==> src/tmr8_defs.vh <==
`ifndef TMR8_DEFS_VH
`define TMR8_DEFS_VH

// ----------------------------------------
// Register offsets
// ----------------------------------------
`define TMR8_ADDR_CTRL 3'h0
`define TMR8_ADDR_COUNT 3'h1
`define TMR8_ADDR_CMP 3'h2
`define TMR8_ADDR_FLAGS 3'h3
`define TMR8_ADDR_PINDIR 3'h4

// ----------------------------------------
// Control field positions
// ----------------------------------------
`define TMR8_CTRL_FORCE 7
`define TMR8_CTRL_WAVE_LO 6
`define TMR8_CTRL_COM_HI 5
`define TMR8_CTRL_COM_LO 4
`define TMR8_CTRL_WAVE_HI 3
`define TMR8_CTRL_CS_HI 2
`define TMR8_CTRL_CS_LO 0

// ----------------------------------------
// Flag bits
// ----------------------------------------
`define TMR8_FLAG_OVF 0
`define TMR8_FLAG_MATCH 1

// ----------------------------------------
// Waveform modes
// ----------------------------------------
`define TMR8_WAVE_NORMAL 2'h0
`define TMR8_WAVE_PHASE 2'h1
`define TMR8_WAVE_CTC 2'h2
`define TMR8_WAVE_FAST 2'h3

// ----------------------------------------
// Output modes
// ----------------------------------------
`define TMR8_COM_OFF 2'h0
`define TMR8_COM_TOGGLE 2'h1
`define TMR8_COM_CLEAR 2'h2
`define TMR8_COM_SET 2'h3

// ----------------------------------------
// Clock select codes
// ----------------------------------------
`define TMR8_CS_STOP 3'h0
`define TMR8_CS_DIV1 3'h1
`define TMR8_CS_DIV8 3'h2
`define TMR8_CS_DIV64 3'h3
`define TMR8_CS_DIV256 3'h4
`define TMR8_CS_DIV1024 3'h5

// ----------------------------------------
// Counter limits, reset values and prescaler width
// ----------------------------------------
`define TMR8_BOTTOM 8'h00
`define TMR8_MAX 8'hff
`define TMR8_CTRL_RST 8'h00
`define TMR8_PRESCALE_W 10

`endif

==> src/tmr8_waveform.v <==
`include "tmr8_defs.vh"

module tmr8_waveform (
  input wire ref_clk,
  input wire rst,
  input wire [2:0] reg_addr,
  input wire [7:0] reg_wdata,
  input wire reg_wr,
  input wire reg_rd,
  output reg [7:0] reg_rdata,
  output reg overflow_flag,
  output reg compare_match_flag,
  output reg compare_output,
  output reg compare_pin_out,
  output reg compare_pin_oe
);

  // ----------------------------------------
  // Software state
  // ----------------------------------------
  reg [1:0] waveform_mode_sel_r;
  reg [1:0] compare_output_mode_r;
  reg [2:0] clk_sel_r;
  reg pin_dir_r;
  reg [7:0] count_value_r;
  reg [7:0] compare_value_r;
  reg [7:0] compare_buf_r;
  reg count_up_r;
  reg block_r;
  reg [`TMR8_PRESCALE_W-1:0] prescale_r;

  // ----------------------------------------
  // Decode
  // ----------------------------------------
  wire wr_ctrl = reg_wr && (reg_addr == `TMR8_ADDR_CTRL);
  wire wr_count = reg_wr && (reg_addr == `TMR8_ADDR_COUNT);
  wire wr_cmp = reg_wr && (reg_addr == `TMR8_ADDR_CMP);
  wire wr_flags = reg_wr && (reg_addr == `TMR8_ADDR_FLAGS);
  wire wr_dir = reg_wr && (reg_addr == `TMR8_ADDR_PINDIR);
  wire is_pwm = waveform_mode_sel_r[0];
  wire is_fast = (waveform_mode_sel_r == `TMR8_WAVE_FAST);
  wire is_phase = (waveform_mode_sel_r == `TMR8_WAVE_PHASE);
  wire is_ctc = (waveform_mode_sel_r == `TMR8_WAVE_CTC);
  wire at_max = (count_value_r == `TMR8_MAX);
  wire at_bottom = (count_value_r == `TMR8_BOTTOM);
  wire force_cmp = wr_ctrl && reg_wdata[`TMR8_CTRL_FORCE] && !reg_wdata[`TMR8_CTRL_WAVE_LO];

  // ----------------------------------------
  // Prescaler
  // ----------------------------------------
  // Free running so that a new divide takes effect at once
  // One wire per divide above 1, so the decode stays a plain select
  wire end_div8 = (prescale_r[2:0] == 3'h7);
  wire end_div64 = (prescale_r[5:0] == 6'h3f);
  wire end_div256 = (prescale_r[7:0] == 8'hff);
  wire end_div1024 = (prescale_r == 10'h3ff);

  reg tick;
  always @* begin
    case (clk_sel_r)
      `TMR8_CS_DIV1: tick = 1'b1;
      `TMR8_CS_DIV8: tick = end_div8;
      `TMR8_CS_DIV64: tick = end_div64;
      `TMR8_CS_DIV256: tick = end_div256;
      `TMR8_CS_DIV1024: tick = end_div1024;
      // Reserved select codes fall to stop
      default: tick = 1'b0;
    endcase
  end

  always @(posedge ref_clk) begin
    if (rst) begin
      prescale_r <= {`TMR8_PRESCALE_W{1'b0}};
    end else begin
      prescale_r <= prescale_r + 10'h001;
    end
  end

  // ----------------------------------------
  // Compare and next count
  // ----------------------------------------
  wire match = (count_value_r == compare_value_r) && !block_r;
  // Phase correct: BOTTOM counts as an up match so compare 0 stays low in clear mode
  wire phase_up = at_bottom || (count_up_r && !at_max);

  reg [7:0] count_nxt;
  reg count_up_nxt;
  always @* begin
    count_nxt = count_value_r + 8'h01;
    count_up_nxt = count_up_r;
    case (waveform_mode_sel_r)
      `TMR8_WAVE_CTC: begin
        if (count_value_r == compare_value_r) begin
          count_nxt = `TMR8_BOTTOM;
        end
      end
      `TMR8_WAVE_FAST: begin
        if (at_max) begin
          count_nxt = `TMR8_BOTTOM;
        end
      end
      `TMR8_WAVE_PHASE: begin
        if (at_max) begin
          count_up_nxt = 1'b0;
          count_nxt = `TMR8_MAX - 8'h01;
        end else if (at_bottom) begin
          count_up_nxt = 1'b1;
          count_nxt = `TMR8_BOTTOM + 8'h01;
        end else if (!count_up_r) begin
          count_nxt = count_value_r - 8'h01;
        end
      end
      default: begin
        count_nxt = count_value_r + 8'h01;
      end
    endcase
  end

  // ----------------------------------------
  // Overflow event
  // ----------------------------------------
  reg ovf_set;
  always @* begin
    case (waveform_mode_sel_r)
      `TMR8_WAVE_NORMAL: ovf_set = at_max;
      // Missed match just runs on through the wrap
      `TMR8_WAVE_CTC: ovf_set = at_max;
      `TMR8_WAVE_FAST: ovf_set = at_max;
      `TMR8_WAVE_PHASE: ovf_set = at_bottom;
      default: ovf_set = 1'b0;
    endcase
  end

  // ----------------------------------------
  // Flag events
  // ----------------------------------------
  // Events only count on a tick, a stopped timer raises nothing
  wire ovf_evt = tick && ovf_set;
  wire match_evt = tick && match;

  // ----------------------------------------
  // Waveform output
  // ----------------------------------------
  reg oc_nxt;
  always @* begin
    oc_nxt = compare_output;
    if (!is_pwm) begin
      if (match || force_cmp) begin
        case (compare_output_mode_r)
          `TMR8_COM_TOGGLE: oc_nxt = ~compare_output;
          `TMR8_COM_CLEAR: oc_nxt = 1'b0;
          `TMR8_COM_SET: oc_nxt = 1'b1;
          default: oc_nxt = compare_output;
        endcase
      end
    end else if (is_fast) begin
      case (compare_output_mode_r)
        `TMR8_COM_TOGGLE: begin
          if (match) begin
            oc_nxt = ~compare_output;
          end
        end
        `TMR8_COM_CLEAR: begin
          // Match at MAX ignored, wrap level wins: constant output
          if (at_max) begin
            oc_nxt = 1'b1;
          end else if (match) begin
            oc_nxt = 1'b0;
          end
        end
        `TMR8_COM_SET: begin
          if (at_max) begin
            oc_nxt = 1'b0;
          end else if (match) begin
            oc_nxt = 1'b1;
          end
        end
        default: oc_nxt = compare_output;
      endcase
    end else begin
      if (match && compare_output_mode_r[1]) begin
        oc_nxt = compare_output_mode_r[0] ? phase_up : ~phase_up;
      end
    end
  end

  // ----------------------------------------
  // Counter
  // ----------------------------------------
  // Ticks are qualifiers only, nothing runs on a derived clock
  always @(posedge ref_clk) begin
    if (rst) begin
      count_value_r <= `TMR8_BOTTOM;
    end else if (wr_count) begin
      count_value_r <= reg_wdata;
    end else if (tick) begin
      count_value_r <= count_nxt;
    end
  end

  // Direction survives a count write, so a write never flips the slope
  always @(posedge ref_clk) begin
    if (rst) begin
      count_up_r <= 1'b1;
    end else if (tick && !wr_count) begin
      count_up_r <= count_up_nxt;
    end
  end

  // ----------------------------------------
  // Match blocking
  // ----------------------------------------
  always @(posedge ref_clk) begin
    if (rst) begin
      block_r <= 1'b0;
    end else if (wr_count) begin
      block_r <= 1'b1;
    end else if (tick) begin
      block_r <= 1'b0;
    end
  end

  // ----------------------------------------
  // Compare buffer and active compare
  // ----------------------------------------
  // Readback shows the buffer, so software sees its own write at once
  always @(posedge ref_clk) begin
    if (rst) begin
      compare_buf_r <= 8'h00;
    end else if (wr_cmp) begin
      compare_buf_r <= reg_wdata;
    end
  end

  always @(posedge ref_clk) begin
    if (rst) begin
      compare_value_r <= 8'h00;
    end else if (wr_cmp && !is_pwm) begin
      compare_value_r <= reg_wdata;
    end else if (is_pwm && tick && at_max) begin
      compare_value_r <= compare_buf_r;
    end
  end

  // ----------------------------------------
  // Waveform register
  // ----------------------------------------
  // Keeps its level across mode changes
  always @(posedge ref_clk) begin
    if (rst) begin
      compare_output <= 1'b0;
    end else if ((tick && !wr_count) || force_cmp) begin
      compare_output <= oc_nxt;
    end
  end

  // ----------------------------------------
  // Flags
  // ----------------------------------------
  // Set wins over a clear in the same cycle
  always @(posedge ref_clk) begin
    if (rst) begin
      overflow_flag <= 1'b0;
    end else if (ovf_evt) begin
      overflow_flag <= 1'b1;
    end else if (wr_flags && reg_wdata[`TMR8_FLAG_OVF]) begin
      overflow_flag <= 1'b0;
    end
  end

  always @(posedge ref_clk) begin
    if (rst) begin
      compare_match_flag <= 1'b0;
    end else if (match_evt) begin
      compare_match_flag <= 1'b1;
    end else if (wr_flags && reg_wdata[`TMR8_FLAG_MATCH]) begin
      compare_match_flag <= 1'b0;
    end
  end

  // ----------------------------------------
  // Control registers
  // ----------------------------------------
  // Output mode is not buffered, a change acts on the next event
  always @(posedge ref_clk) begin
    if (rst) begin
      waveform_mode_sel_r <= `TMR8_WAVE_NORMAL;
      compare_output_mode_r <= `TMR8_COM_OFF;
      clk_sel_r <= `TMR8_CS_STOP;
    end else if (wr_ctrl) begin
      waveform_mode_sel_r <= {reg_wdata[`TMR8_CTRL_WAVE_HI], reg_wdata[`TMR8_CTRL_WAVE_LO]};
      compare_output_mode_r <= reg_wdata[`TMR8_CTRL_COM_HI:`TMR8_CTRL_COM_LO];
      clk_sel_r <= reg_wdata[`TMR8_CTRL_CS_HI:`TMR8_CTRL_CS_LO];
    end
  end

  always @(posedge ref_clk) begin
    if (rst) begin
      pin_dir_r <= 1'b0;
    end else if (wr_dir) begin
      pin_dir_r <= reg_wdata[0];
    end
  end

  // ----------------------------------------
  // Pin
  // ----------------------------------------
  // One cycle behind the internal output, same as the enable
  wire oc_nxt_pin = compare_output;

  always @(posedge ref_clk) begin
    if (rst) begin
      compare_pin_out <= 1'b0;
      compare_pin_oe <= 1'b0;
    end else begin
      compare_pin_out <= oc_nxt_pin;
      compare_pin_oe <= pin_dir_r && (compare_output_mode_r != `TMR8_COM_OFF);
    end
  end

  // ----------------------------------------
  // Read port
  // ----------------------------------------
  // Idle cycles read zero, so a stale value never looks like an answer
  reg [7:0] rdata_nxt;
  always @* begin
    rdata_nxt = 8'h00;
    if (reg_rd) begin
      case (reg_addr)
        `TMR8_ADDR_CTRL: rdata_nxt = {1'b0, waveform_mode_sel_r[0], compare_output_mode_r,
                                      waveform_mode_sel_r[1], clk_sel_r};
        `TMR8_ADDR_COUNT: rdata_nxt = count_value_r;
        `TMR8_ADDR_CMP: rdata_nxt = compare_buf_r;
        `TMR8_ADDR_FLAGS: rdata_nxt = {6'h00, compare_match_flag, overflow_flag};
        `TMR8_ADDR_PINDIR: rdata_nxt = {7'h00, pin_dir_r};
        default: rdata_nxt = 8'h00;
      endcase
    end
  end

  always @(posedge ref_clk) begin
    if (rst) begin
      reg_rdata <= 8'h00;
    end else begin
      reg_rdata <= rdata_nxt;
    end
  end

endmodule

==> config.mk <==
export PLATFORM = sky130hd
export DESIGN_NAME = tmr8_waveform
export DESIGN_NICKNAME = d
export VERILOG_FILES = /design/src/tmr8_waveform.v
export VERILOG_INCLUDE_DIRS = /design/src
export SDC_FILE = /design/constraint.sdc
export NUM_CORES = 1
export LEC_CHECK = 0
export ABC_AREA = 1
export BUFFER_PORTS_ARGS = -buffer_cell sky130_fd_sc_hd__buf_2
export CORE_UTILIZATION = 56
export CTS_BUF_LIST = sky130_fd_sc_hd__clkbuf_2
export CTS_CLUSTER_DIAMETER = 100
export DETAILED_ROUTE_END_ITERATION = 8
export PLACE_DENSITY = 0.81
export SLEW_MARGIN = 10
export SYNTH_ARGS = -nofsm -noshare
export SYNTH_HDL_FRONTEND = slang
export SYNTH_SLANG_ARGS = --single-unit
==> constraint.sdc <==
create_clock -name ref_clk -period 1.55 [get_ports ref_clk]
set_input_delay 0.155 -clock ref_clk [delete_from_list [all_inputs] [get_ports ref_clk]]
set_output_delay 0.155 -clock ref_clk [all_outputs]
set_load 0.02 [all_outputs]
==> impl_metrics.env, run 1 <==
export IMPL_p_clk_share_pct=28.9
export IMPL_h_tree_depth=3
export IMPL_cts_buffer_depth=2
export IMPL_critical_path_class="reg -> reg"
export IMPL_clk_pin_slew_worst_paths_ns=0.18
export IMPL_violations="setup timing"
export IMPL_final_nets=630
export IMPL_arrival_ns=2.21
export IMPL_synth_top_flop_cell="dfxtp_1"
export IMPL_synth_nets=520
export IMPL_numCtsBuffers=9
export IMPL_n_fill_cell=333
export IMPL_layout_setup_ws_ns=-0.307
export IMPL_die_h_um=78.5
export IMPL_max_cap_violations=0
export IMPL_p_leak_nw=2.15
export IMPL_die_area_um2=6150
export IMPL_viasPerCell=5.87
export IMPL_rows=27
export IMPL_worst_pin_slew_ns=0.326
export IMPL_crit_top_cell="nand2_1"
export IMPL_grt_total_usage_pct=38.7
export IMPL_initial_utilization_pct=58.7
export IMPL_port_buffers=27
export IMPL_cp_start_kind="register"
export IMPL_cp_top_family="simple AND/OR/NAND/NOR gates"
export IMPL_worst_setup_path_end_kind="register"
export IMPL_synth_edf_count=0
export IMPL_synth_cell_types=39
export IMPL_seqPwrFrac_pct=49.6
export IMPL_synth_async_reset_ratio_pct=0
export IMPL_timing_hold_ws_ns=0.0251
export IMPL_hpwl_um=7580
export IMPL_finalCriticalPeriod_ns=1.86
export IMPL_dp_slack_ns=-0.260
export IMPL_wl_um=11700
export IMPL_max_freq_mhz=538
export IMPL_crit_fanout=4
export IMPL_p_total_w=0.00312
export IMPL_slowest_stage="dfxtp_1"
export IMPL_cts_sinks=57
export IMPL_fin_skew_ns=0.0287
export IMPL_antenna_found_initial=0
export IMPL_final_antenna_net_count=0
export IMPL_vias=4019
export IMPL_setup_viol=21
export IMPL_wl_per_cell_um=17.1
export IMPL_ys_seq_elements=57
export IMPL_grt_pass1_vias=3843
export IMPL_die_width_um=78.5
export IMPL_p_switching_w=0.00101
export IMPL_antenna_cells=0
export IMPL_path_buf_inv=2
export IMPL_insertion_delay_ns=0.47
export IMPL_netlist_instances=500
export IMPL_grt_overflow=0
export IMPL_fin_tns_setup_ns=-4.22
export IMPL_drc_errors=0
export IMPL_grt_first_pass_wirelength_um=17900
export IMPL_grt_setup_unrepaired="true"
export IMPL_drive_gt1_share_pct=32.3
export IMPL_gp_congestion=0.999
export IMPL_ys_seq_area_share_pct=34.9
export IMPL_finalHoldViolCount=0
export IMPL_worst_slew_margin_rel_pct=78.1
export IMPL_final_max_slew_viol_count=0
export IMPL_clock_root_buffer="clkbuf_2"
export IMPL_p_int_w=0.00211
export IMPL_fin_crit_sh_pct=120
export IMPL_grt_max_degree=20
export IMPL_coreArea_um2=5570
export IMPL_combPwrFrac_pct=21.5
export IMPL_worst_ep_required_time_ns=1.90
export IMPL_io_pins=28
export IMPL_cts_tree="built"
export IMPL_ir_worst_vdd_mv=0.804
export IMPL_max_stage_delay_ns=0.48
export IMPL_switching_share_pct=32.3
export IMPL_cp_cell_sequence="inv_1, nand2_1, nand2_1, nor2_1, nand2_1, nor2_2, buf_4, nand2_4, nand3_2, nand3_2, a21oi_2, nor2_1"
export IMPL_area_growth_pct=39.7
export IMPL_outcome="complete, but fails checks"
export IMPL_syn_avg_cell_area_um2=6.55
export IMPL_synth_warnings=0
export IMPL_drtIter0Drc=479
export IMPL_power_density_nw_per_um2=683
export IMPL_dr_pass1_iters=8
export IMPL_hp_class="in -> reg"
export IMPL_syn_cell_area_um2=3270
## worst paths after layout
kind	start	endpoint	slack, ns	cells after the start
setup / recovery	compare_value_r[1]	count_value_r[7]	-0.31	12
setup reg to reg	compare_value_r[1]	count_value_r[7]	-0.31	12
hold / removal	reg_addr[0]	pin_dir_r	0.03	4
hold reg to reg	compare_output	compare_pin_out	0.46	2
## per-stage QoR
step	cell area, um^2	util, %	instances
2_1_floorplan	3320	-	500
3_3_place_gp	3930	70.6	644
3_5_place_dp	3930	70.6	644
4_1_cts	4460	80.1	680
5_1_grt	4570	82.0	685
6_report	4570	82.0	685
## power groups by stage
stage / sequential (W) / clock (W) / combinational [W]
6_report: 0.00155 / 0.000903 / 0.000671
5_1_grt: 0.00155 / 0.000949 / 0.000718
4_1_cts: 0.00154 / 0.000893 / 0.000597
3_5_place_dp: 0.00158 / 0 / 0.000511
3_3_place_gp: 0.00158 / 0 / 0.000497
2_1_floorplan: 0.00157 / 0 / 0.000305
## final cells by class
type	instances	area (um^2)	area share (%)
Sequential cell	57	1170	25.6
Timing Repair Buffer	111	867	19.0
Multi-Input combinational cell	352	2040	44.6
Tap cell	72	90.1	1.97
Inverter	79	314	6.87
Clock inverter	5	48.8	1.07
Clock buffer	9	45.0	0.985
## cell families (layout without fill, tap and decap cells)
| family | after synthesis | after routing | synth area share (%) |
|---|---|---|---|
| DFF | 57 | 57 | 34.9 |
| and+or+nand+nor | 224 | 224 | 29.5 |
| adders and majority gates | 5 | 5 | 1.91 |
| buffers and inverters | 91 | 204 | 11.2 |
| xor gates and xnor gates | 9 | 9 | 2.41 |
| AOI/OAI and AO/OA | 114 | 114 | 20.1 |
## synthesized netlist by cell type, types with 5 or more instances
cell type	number	share of area [%]
a31oi_1	8	1.5
o221ai_1	5	1.3
nand3_1	28	4.3
nor2_1	55	6.3
nand2_1	120	14
o21ai_0	45	6.9
o22ai_1	11	2.1
clkbuf_1	6	0.69
xor2_1	6	1.6
inv_2	6	0.69
a21oi_1	34	5.2
ha_1	5	1.9
inv_1	70	8.0
dfxtp_1	57	35
## per-layer routing
metal | vias up | wire length, um | track usage [%]
li1 | 1849 | - | -
met1 | 1817 | 4290 | 42.9
met2 | 273 | 5380 | 67.4
met3 | 80 | 1280 | 9.53
met4 | 0 | 731 | 21.3
met5 | - | 0 | 0
## repair_timing
item,CTS,global route
gates resized for setup,83,24
hold buffers,10,0
setup endpoints to repair,21,22
hold endpoints to repair,19,0
pin swaps,27,17
cloned,1,0
setup buffers,11,5
## state kept, by name, summed over array words and instances (netlist names), 2 cells and up
name and count:
reg_rdata 8, compare_buf_r 8, prescale_r 10, clk_sel_r 3, compare_output_mode_r 2, count_value_r 8, compare_value_r 8, waveform_mode_sel_r 2
## placed cells by master (no fill, tap or decap), types with 3 or more instances in the layout
| master | count |
|---|---|
| nand3_2 | 7 |
| buf_4 | 62 |
| nand4_1 | 4 |
| nand2_1 | 106 |
| nor3_1 | 3 |
| nand3_1 | 21 |
| dfxtp_1 | 47 |
| inv_4 | 3 |
| nor2_1 | 44 |
| clkbuf_2 | 9 |
| dfxtp_2 | 4 |
| o21ai_2 | 9 |
| buf_6 | 9 |
| nor2_4 | 12 |
| o21ai_0 | 25 |
| dfxtp_4 | 6 |
| a31oi_1 | 8 |
| a21oi_2 | 3 |
| dlygate4sd3_1 | 10 |
| nand2_2 | 8 |
| o221ai_1 | 5 |
| xnor2_1 | 3 |
| xor2_1 | 5 |
| nor2_2 | 6 |
| inv_1 | 65 |
| nand2_4 | 8 |
| ha_4 | 3 |
| clkinv_1 | 3 |
| a21oi_1 | 32 |
| o21ai_1 | 13 |
| o22ai_1 | 11 |
| buf_2 | 27 |
| inv_2 | 9 |
## worst register-to-register path: stages, from the launching register on
cell	delay [ns]
dfxtp_1	0.48
inv_1	0.10
nand2_1	0.08
nand2_1	0.06
nor2_1	0.09
nand2_1	0.14
nor2_2	0.18
buf_4	0.14
nand2_4	0.06
nand3_2	0.09
nand3_2	0.11
a21oi_2	0.17
nor2_1	0.07
(Power assumes the default switching activity.)
==> run 2, diff against run 1 <==
- CELL_PAD_IN_SITES_DETAIL_PLACEMENT: default -> 1
- CELL_PAD_IN_SITES_GLOBAL_PLACEMENT: default -> 2
- CORE_UTILIZATION: 56 -> 31
==> run 2 against run 1 <==
  * The run still ends with setup timing left
  * Count of clock-buffer cells in the layout is the same
  * Non-clock buffer count grew 6
  * Via count shrank 7.0%
  * Power grew 19%
  * Final cell count grew 11%
  * Sequential power is essentially flat
  * Utilization shrank 35 points
  * Die area grew 78%
  * Fmax grew 6.3%
  * Routed wire length grew 11%
  * Combinational power grew 4.5%
  * Sequential share of layout area shrank 1.6 points
  * Critical path type unchanged
  * Highest routed layer unchanged
==> impl_metrics.env, run 2 (same netlist as run 1, synthesis figures left out) <==
export IMPL_dr_pass1_iters=4
export IMPL_grt_setup_unrepaired="true"
export IMPL_timing_hold_ws_ns=0.103
export IMPL_h_tree_depth=3
export IMPL_largest_reg_flops=10
export IMPL_combPwrFrac_pct=18.9
export IMPL_io_pins=28
export IMPL_worst_ep_required_time_ns=1.96
export IMPL_finalCriticalPeriod_ns=1.75
export IMPL_numCtsBuffers=9
export IMPL_die_width_um=105
export IMPL_hp_class="in -> reg"
export IMPL_p_leak_nw=2.23
export IMPL_top_register="prescale_r"
export IMPL_port_buffers=27
export IMPL_drive_gt1_share_pct=35.9
export IMPL_reg2reg_from="count_value_r[0]"
export IMPL_area_growth_pct=49.0
export IMPL_cts_buffer_depth=2
export IMPL_initial_utilization_pct=31.8
export IMPL_grt_overflow=0
export IMPL_max_cap_violations=0
export IMPL_p_switching_w=0.00108
export IMPL_cts_tree="built"
export IMPL_grt_total_usage_pct=24.3
export IMPL_final_cells=757
export IMPL_grt_max_degree=31
export IMPL_clk_pin_slew_worst_paths_ns=0.21
export IMPL_fin_crit_sh_pct=113
export IMPL_crit_fanout=8
export IMPL_r2r_setup_slack_ns=-0.20
export IMPL_cp_cell_sequence="ha_4, nand2_4, nor2_4, nand2_4, clkinv_4, nand2_4, buf_12, o21ai_4, buf_6, buf_16, a31oi_2"
export IMPL_arrival_ns=2.15
export IMPL_hp_start="reg_addr[0]"
export IMPL_worst_slew_margin_rel_pct=74.8
export IMPL_clock_root_buffer="clkbuf_2"
export IMPL_die_h_um=105
export IMPL_critical_path_class="reg -> reg"
export IMPL_finalHoldViolCount=0
export IMPL_final_antenna_net_count=0
export IMPL_max_stage_delay_ns=0.45
export IMPL_final_nets=636
export IMPL_timing_rr_end="compare_value_r[5]"
export IMPL_worst_pin_slew_ns=0.374
export IMPL_grt_pass1_vias=3922
export IMPL_layout_setup_ws_ns=-0.198
export IMPL_switching_share_pct=29.1
export IMPL_max_freq_mhz=572
export IMPL_ir_worst_vdd_mv=0.510
export IMPL_p_clk_share_pct=39.4
export IMPL_p_total_w=0.00371
export IMPL_layout_common_cells="nand2_1, inv_1, buf_4"
export IMPL_layout_commonest_cell="nand2_1"
export IMPL_final_max_slew_viol_count=0
export IMPL_grt_first_pass_wirelength_um=20300
export IMPL_cts_sinks=57
export IMPL_antenna_cells=0
export IMPL_fin_skew_ns=0.0450
export IMPL_drtIter0Drc=172
export IMPL_p_int_w=0.00263
export IMPL_reg2regPathDepth=11
export IMPL_setup_viol=19
export IMPL_power_density_nw_per_um2=761
export IMPL_hpwl_um=9430
export IMPL_insertion_delay_ns=0.51
export IMPL_cp_start_kind="register"
export IMPL_outcome="complete, but fails checks"
export IMPL_fin_tns_setup_ns=-2.91
export IMPL_antenna_found_initial=0
export IMPL_dp_cells=718
export IMPL_gp_congestion=0.877
export IMPL_holdPathStages=5
export IMPL_slowest_stage="dfxtp_4"
export IMPL_wl_um=13000
export IMPL_coreArea_um2=10300
export IMPL_wl_per_cell_um=17.2
export IMPL_worstHoldEndpoint="pin_dir_r"
export IMPL_viasPerCell=4.94
export IMPL_rows=37
export IMPL_worst_setup_path_end_kind="register"
export IMPL_vias=3738
export IMPL_seqPwrFrac_pct=41.7
export IMPL_violations="setup timing"
export IMPL_die_area_um2=11000
export IMPL_drc_errors=0
export IMPL_crit_top_cell="nand2_4"
[run 2: changes by cell type in the layout (fill, tap and decap cells not counted), sizes merged]
cell         change
buf              +6
bufinv           +3
clkbuf           -1
clkinvlp         -1
dlygate4sd3      +1
[run 2: what timing repair did]
item / in CTS / in global routing
pin swaps: 16 / 32
resized for setup: 71 / 60
hold buffers: 11 / 0
gates cloned: 2 / 0
endpoints found under the hold margin: 24 / 0
endpoints found under the setup margin: 21 / 22
buffers inserted: 7 / 4
[run 2: how the worst max path moves through the flow]
stage,from,endpoint,slack [ns],depth (start not counted)
after global placement,count_value_r[0],count_value_r[4],-0.26,10
after global routing,count_value_r[0],compare_value_r[1],-0.26,11
after detailed placement,count_value_r[0],count_value_r[4],-0.30,10
final,count_value_r[0],compare_value_r[5],-0.20,11
after CTS,count_value_r[4],compare_value_r[2],-0.16,10
after floorplan,prescale_r[1],compare_value_r[5],-0.01,10
[run 2: area by class of cell]
class / count / area, um^2
Fill cell: 1341 / 5400
Tap cell: 136 / 170
Inverter: 79 / 312
Sequential cell: 57 / 1170
Clock inverter: 7 / 133
Clock buffer: 9 / 45.0
Timing Repair Buffer: 117 / 928
Multi-Input combinational cell: 352 / 2120
[run 2: metrics by stage]
stage | area, um^2 | setup WS, ns | utilization [%]
2_1_floorplan | 3320 | -0.0135 | -
3_3_place_gp | 4090 | -0.262 | 39.8
3_5_place_dp | 4090 | -0.296 | 39.8
4_1_cts | 4650 | -0.161 | 45.2
5_1_grt | 4880 | -0.264 | 47.5
6_report | 4880 | -0.198 | 47.5
[run 2: metal layers]
metal,up-vias,GRT usage (%),part of all wire (%)
li1,1856,-,-
met1,1782,31.2,45
met2,80,41.6,49
met3,20,2.62,3.5
met5,-,0,0
met4,0,9.86,2.6
[run 2: worst max-delay path, delay by kind of cell, from the launching register on]
| kind | cells | cell delay, ns |
|---|---|---|
| AOI/OAI and AO/OA | 2 | 0.23 |
| DFF | 1 | 0.45 |
| and+or+nand+nor | 4 | 0.36 |
| buffers and inverters | 4 | 0.46 |
| adders and majority gates | 1 | 0.16 |
[run 2: power by group through the flow]
stage	sequential (W)	combinational, W	clock [W]
floorplan	0.00157	0.000305	0
global placement	0.00158	0.000536	0
detailed placement	0.00158	0.000551	0
CTS	0.00155	0.000638	0.00149
global route	0.00156	0.000758	0.00154
finish	0.00155	0.000701	0.00146
==> run 3, diff against run 2 <==
- ABC_AREA: 1 -> default
- CORE_MARGIN: default -> 2
- CORE_UTILIZATION: 31 -> 33
- PLACE_DENSITY: 0.81 -> 0.8
==> run 3 against run 2 <==
  * The run still ends with setup timing left
  * Sequential power about the same
  * Via count decreased by 4.2%
  * Design area decreased by 1.5%
  * Final cell count decreased by 11%
  * Sequential share of layout area increased by 0.20 points
  * Flip-flop and latch count unchanged
  * Routed wire length increased by 0.32%
  * Critical path depth decreased by 2
  * Synthesized cell count decreased by 21%
  * Global-route usage increased by 1.7 points
  * Setup slack got worse by 0.33 ns
  * Non-clock buffer count increased by 42
  * Critical endpoint is now compare_value_r[4]
  * Highest routed layer unchanged
==> impl_metrics.env, run 3 <==
export IMPL_outcome="complete, but fails checks"
export IMPL_violations="setup timing"
export IMPL_worst_setup_path_end_kind="register"
export IMPL_die_area_um2=10300
export IMPL_cp_cell_sequence="ha_4, nand3_4, a211o_1, a221oi_4, buf_6, buf_6, a21o_4, nor2_1, a311oi_2"
export IMPL_fin_util_pct=52.0
export IMPL_finalCriticalPeriod_ns=2.07
export IMPL_layout_common_cells="buf_4, nand2_1, nor2_1, dfxtp_1, a21oi_1"
export IMPL_p_leak_nw=2.03
export IMPL_gp_congestion=0.855
export IMPL_finalInstanceArea_um2=4810
export IMPL_wl_um=13000
export IMPL_cp_start_kind="register"
export IMPL_drtIter0Drc=174
export IMPL_finalHoldViolCount=0
export IMPL_p_int_w=0.00225
export IMPL_arrival_ns=2.50
export IMPL_clk_pin_slew_worst_paths_ns=0.17
export IMPL_hpwl_um=8800
export IMPL_hp_class="in -> reg"
export IMPL_crit_fanout=8
export IMPL_fin_crit_sh_pct=134
export IMPL_crit_top_cell="buf_6"
export IMPL_initial_utilization_pct=34.0
export IMPL_place_area_um2=4190
export IMPL_n_fill_cell=1102
export IMPL_final_cells=675
export IMPL_drc_errors=0
export IMPL_top_register="prescale_r"
export IMPL_multi_input_area_um2=2150
export IMPL_p_total_w=0.00329
export IMPL_ys_seq_elements=57
export IMPL_synth_nets=416
export IMPL_grt_max_degree=19
export IMPL_max_freq_mhz=482
export IMPL_max_stage_delay_ns=0.39
export IMPL_worst_ep_required_time_ns=1.98
export IMPL_setup_viol=23
export IMPL_switching_share_pct=31.6
export IMPL_grt_setup_unrepaired="true"
export IMPL_wl_per_cell_um=19.3
export IMPL_h_tree_depth=3
export IMPL_numCtsBuffers=9
export IMPL_syn_cell_area_um2=3140
export IMPL_final_antenna_net_count=0
export IMPL_worst_pin_slew_ns=0.443
export IMPL_ys_seq_area_share_pct=36.3
export IMPL_fin_skew_ns=0.0355
export IMPL_vias=3581
export IMPL_antenna_found_initial=0
export IMPL_largest_reg_flops=10
export IMPL_yosysTopAreaCell="dfxtp_1"
export IMPL_antenna_cells=0
export IMPL_cts_sinks=57
export IMPL_grt_pass1_vias=3901
export IMPL_grt_total_usage_pct=26.0
export IMPL_area_growth_pct=53.1
export IMPL_grt_overflow=0
export IMPL_final_nets=561
export IMPL_holdPathStages=4
export IMPL_rows=35
export IMPL_port_buffers=27
export IMPL_combPwrFrac_pct=23.2
export IMPL_ir_worst_vdd_mv=0.357
export IMPL_final_max_slew_viol_count=0
export IMPL_dp_cells=629
export IMPL_die_width_um=102
export IMPL_regArea_um2=1160
export IMPL_synth_top_flop_cell="dfxtp_1"
export IMPL_synth_common_cells="dfxtp_1, nor2_1, nand2_1"
export IMPL_synth_area_leaders="dfxtp_1, nor2_1, nand2_1, a21oi_1, xor2_1"
export IMPL_synth_cell_types=57
export IMPL_cp_top_family="compound AO/OA/AOI/OAI gates"
export IMPL_grt_first_pass_wirelength_um=20500
export IMPL_coreArea_um2=9240
export IMPL_viasPerCell=5.31
export IMPL_insertion_delay_ns=0.52
export IMPL_critical_path_class="reg -> reg"
export IMPL_synth_warnings=0
export IMPL_synth_async_reset_ratio_pct=0
export IMPL_io_pins=28
export IMPL_yosysTopAreaCellShare_pct=36.3
export IMPL_cts_tree="built"
export IMPL_syn_avg_cell_area_um2=7.93
export IMPL_path_buf_inv=2
export IMPL_clock_root_buffer="clkbuf_2"
export IMPL_p_clk_share_pct=29.6
export IMPL_layout_setup_ws_ns=-0.523
export IMPL_drive_gt1_share_pct=44.5
export IMPL_synth_edf_count=0
export IMPL_cts_buffer_depth=2
export IMPL_layout_commonest_cell="buf_4"
export IMPL_p_switching_w=0.00104
export IMPL_worst_slew_margin_rel_pct=70.4
export IMPL_seqPwrFrac_pct=47.3
export IMPL_yosysMostFrequentCell="dfxtp_1"
export IMPL_netlist_instances=396
export IMPL_reg2regPathDepth=9
export IMPL_max_cap_violations=0
export IMPL_die_h_um=102
export IMPL_slowest_stage="dfxtp_2"
export IMPL_power_density_nw_per_um2=683
export IMPL_dr_pass1_iters=4
export IMPL_cp_depth=9
run 3: changes by cell type in the layout (fill, tap and decap cells not counted), moves of 10 or more:
| cell | before | now |
|---|---|---|
| inv_1 | 66 | 4 |
| buf_4 | 64 | 109 |
| o21ai_0 | 24 | 14 |
| nor2_4 | 14 | 3 |
| nand2_1 | 101 | 51 |
| nand2_4 | 10 | 0 |
run 3: routing by layer:
layer  global-route usage (%)  wire, um  vias up
met4                     9.36       310        0
met3                     5.31       557       26
met2                     44.2      6460       88
met1                     32.6      5690     1769
li1                         -         -     1698
met5                        0         0        -
run 3: final cells by class:
cell class | count | share of cell area (%)
repair buffers | 159 | 25.0
clock buffers | 10 | 1.04
well taps | 129 | 3.36
clock inverters | 6 | 1.22
flip-flops and latches | 57 | 24.2
multi-input cells | 308 | 44.7
inverters | 6 | 0.521
run 3: kinds of logic after synthesis:
group / Yosys count / synth area share, %
AND/OR/NAND/NOR: 176 / 26.9
AO/OA/AOI/OAI: 95 / 20.5
flip-flops: 57 / 36.3
buffers and inverters: 32 / 4.42
XOR/XNOR: 20 / 5.58
multiplexers: 11 / 4.34
adder cells (fa/ha/maj): 5 / 1.99
run 3: power by group through the flow:
| stage | combinational (W) | clock (W) | sequential (W) |
|---|---|---|---|
| global route | 0.000819 | 0.00106 | 0.00156 |
| detailed placement | 0.000627 | 0 | 0.00158 |
| global placement | 0.000610 | 0 | 0.00158 |
| finish | 0.000761 | 0.000971 | 0.00155 |
| CTS | 0.000715 | 0.000990 | 0.00155 |
| floorplan | 0.000337 | 0 | 0.00156 |
run 3: timing repair:
item	CTS	global route
buffers inserted	18	3
endpoints found under the hold margin	31	0
endpoints found under the setup margin	21	24
gates resized for setup	51	26
cloned	1	0
hold buffers	8	0
pin swaps	19	16
run 3: worst register-to-register path: stages, from the launching register on:
cell	delay (ns)
dfxtp_2	0.39
ha_4	0.17
nand3_4	0.08
a211o_1	0.31
a221oi_4	0.28
buf_6	0.17
buf_6	0.12
a21o_4	0.19
nor2_1	0.08
a311oi_2	0.21
run 3: path summary, 6_finish.rpt:
check	to	slack (ns)	startpoint
hold reg to reg	compare_buf_r[3]	0.49	compare_buf_r[3]
hold / removal	compare_buf_r[7]	0.06	reg_wdata[7]
setup / recovery	compare_value_r[4]	-0.52	prescale_r[1]
setup reg to reg	compare_value_r[4]	-0.52	prescale_r[1]
run 3: per-stage QoR:
step | worst slack, ns | TNS (ns) | hold slack, ns
floorplan | -0.377 | -5.02 | 0.236
global placement | -0.518 | -9.09 | 0.440
detailed placement | -0.581 | -9.84 | 0.448
CTS | -0.379 | -6.39 | 0.0119
global route | -0.615 | -11.56 | 0.0146
finish | -0.523 | -9.58 | 0.0626
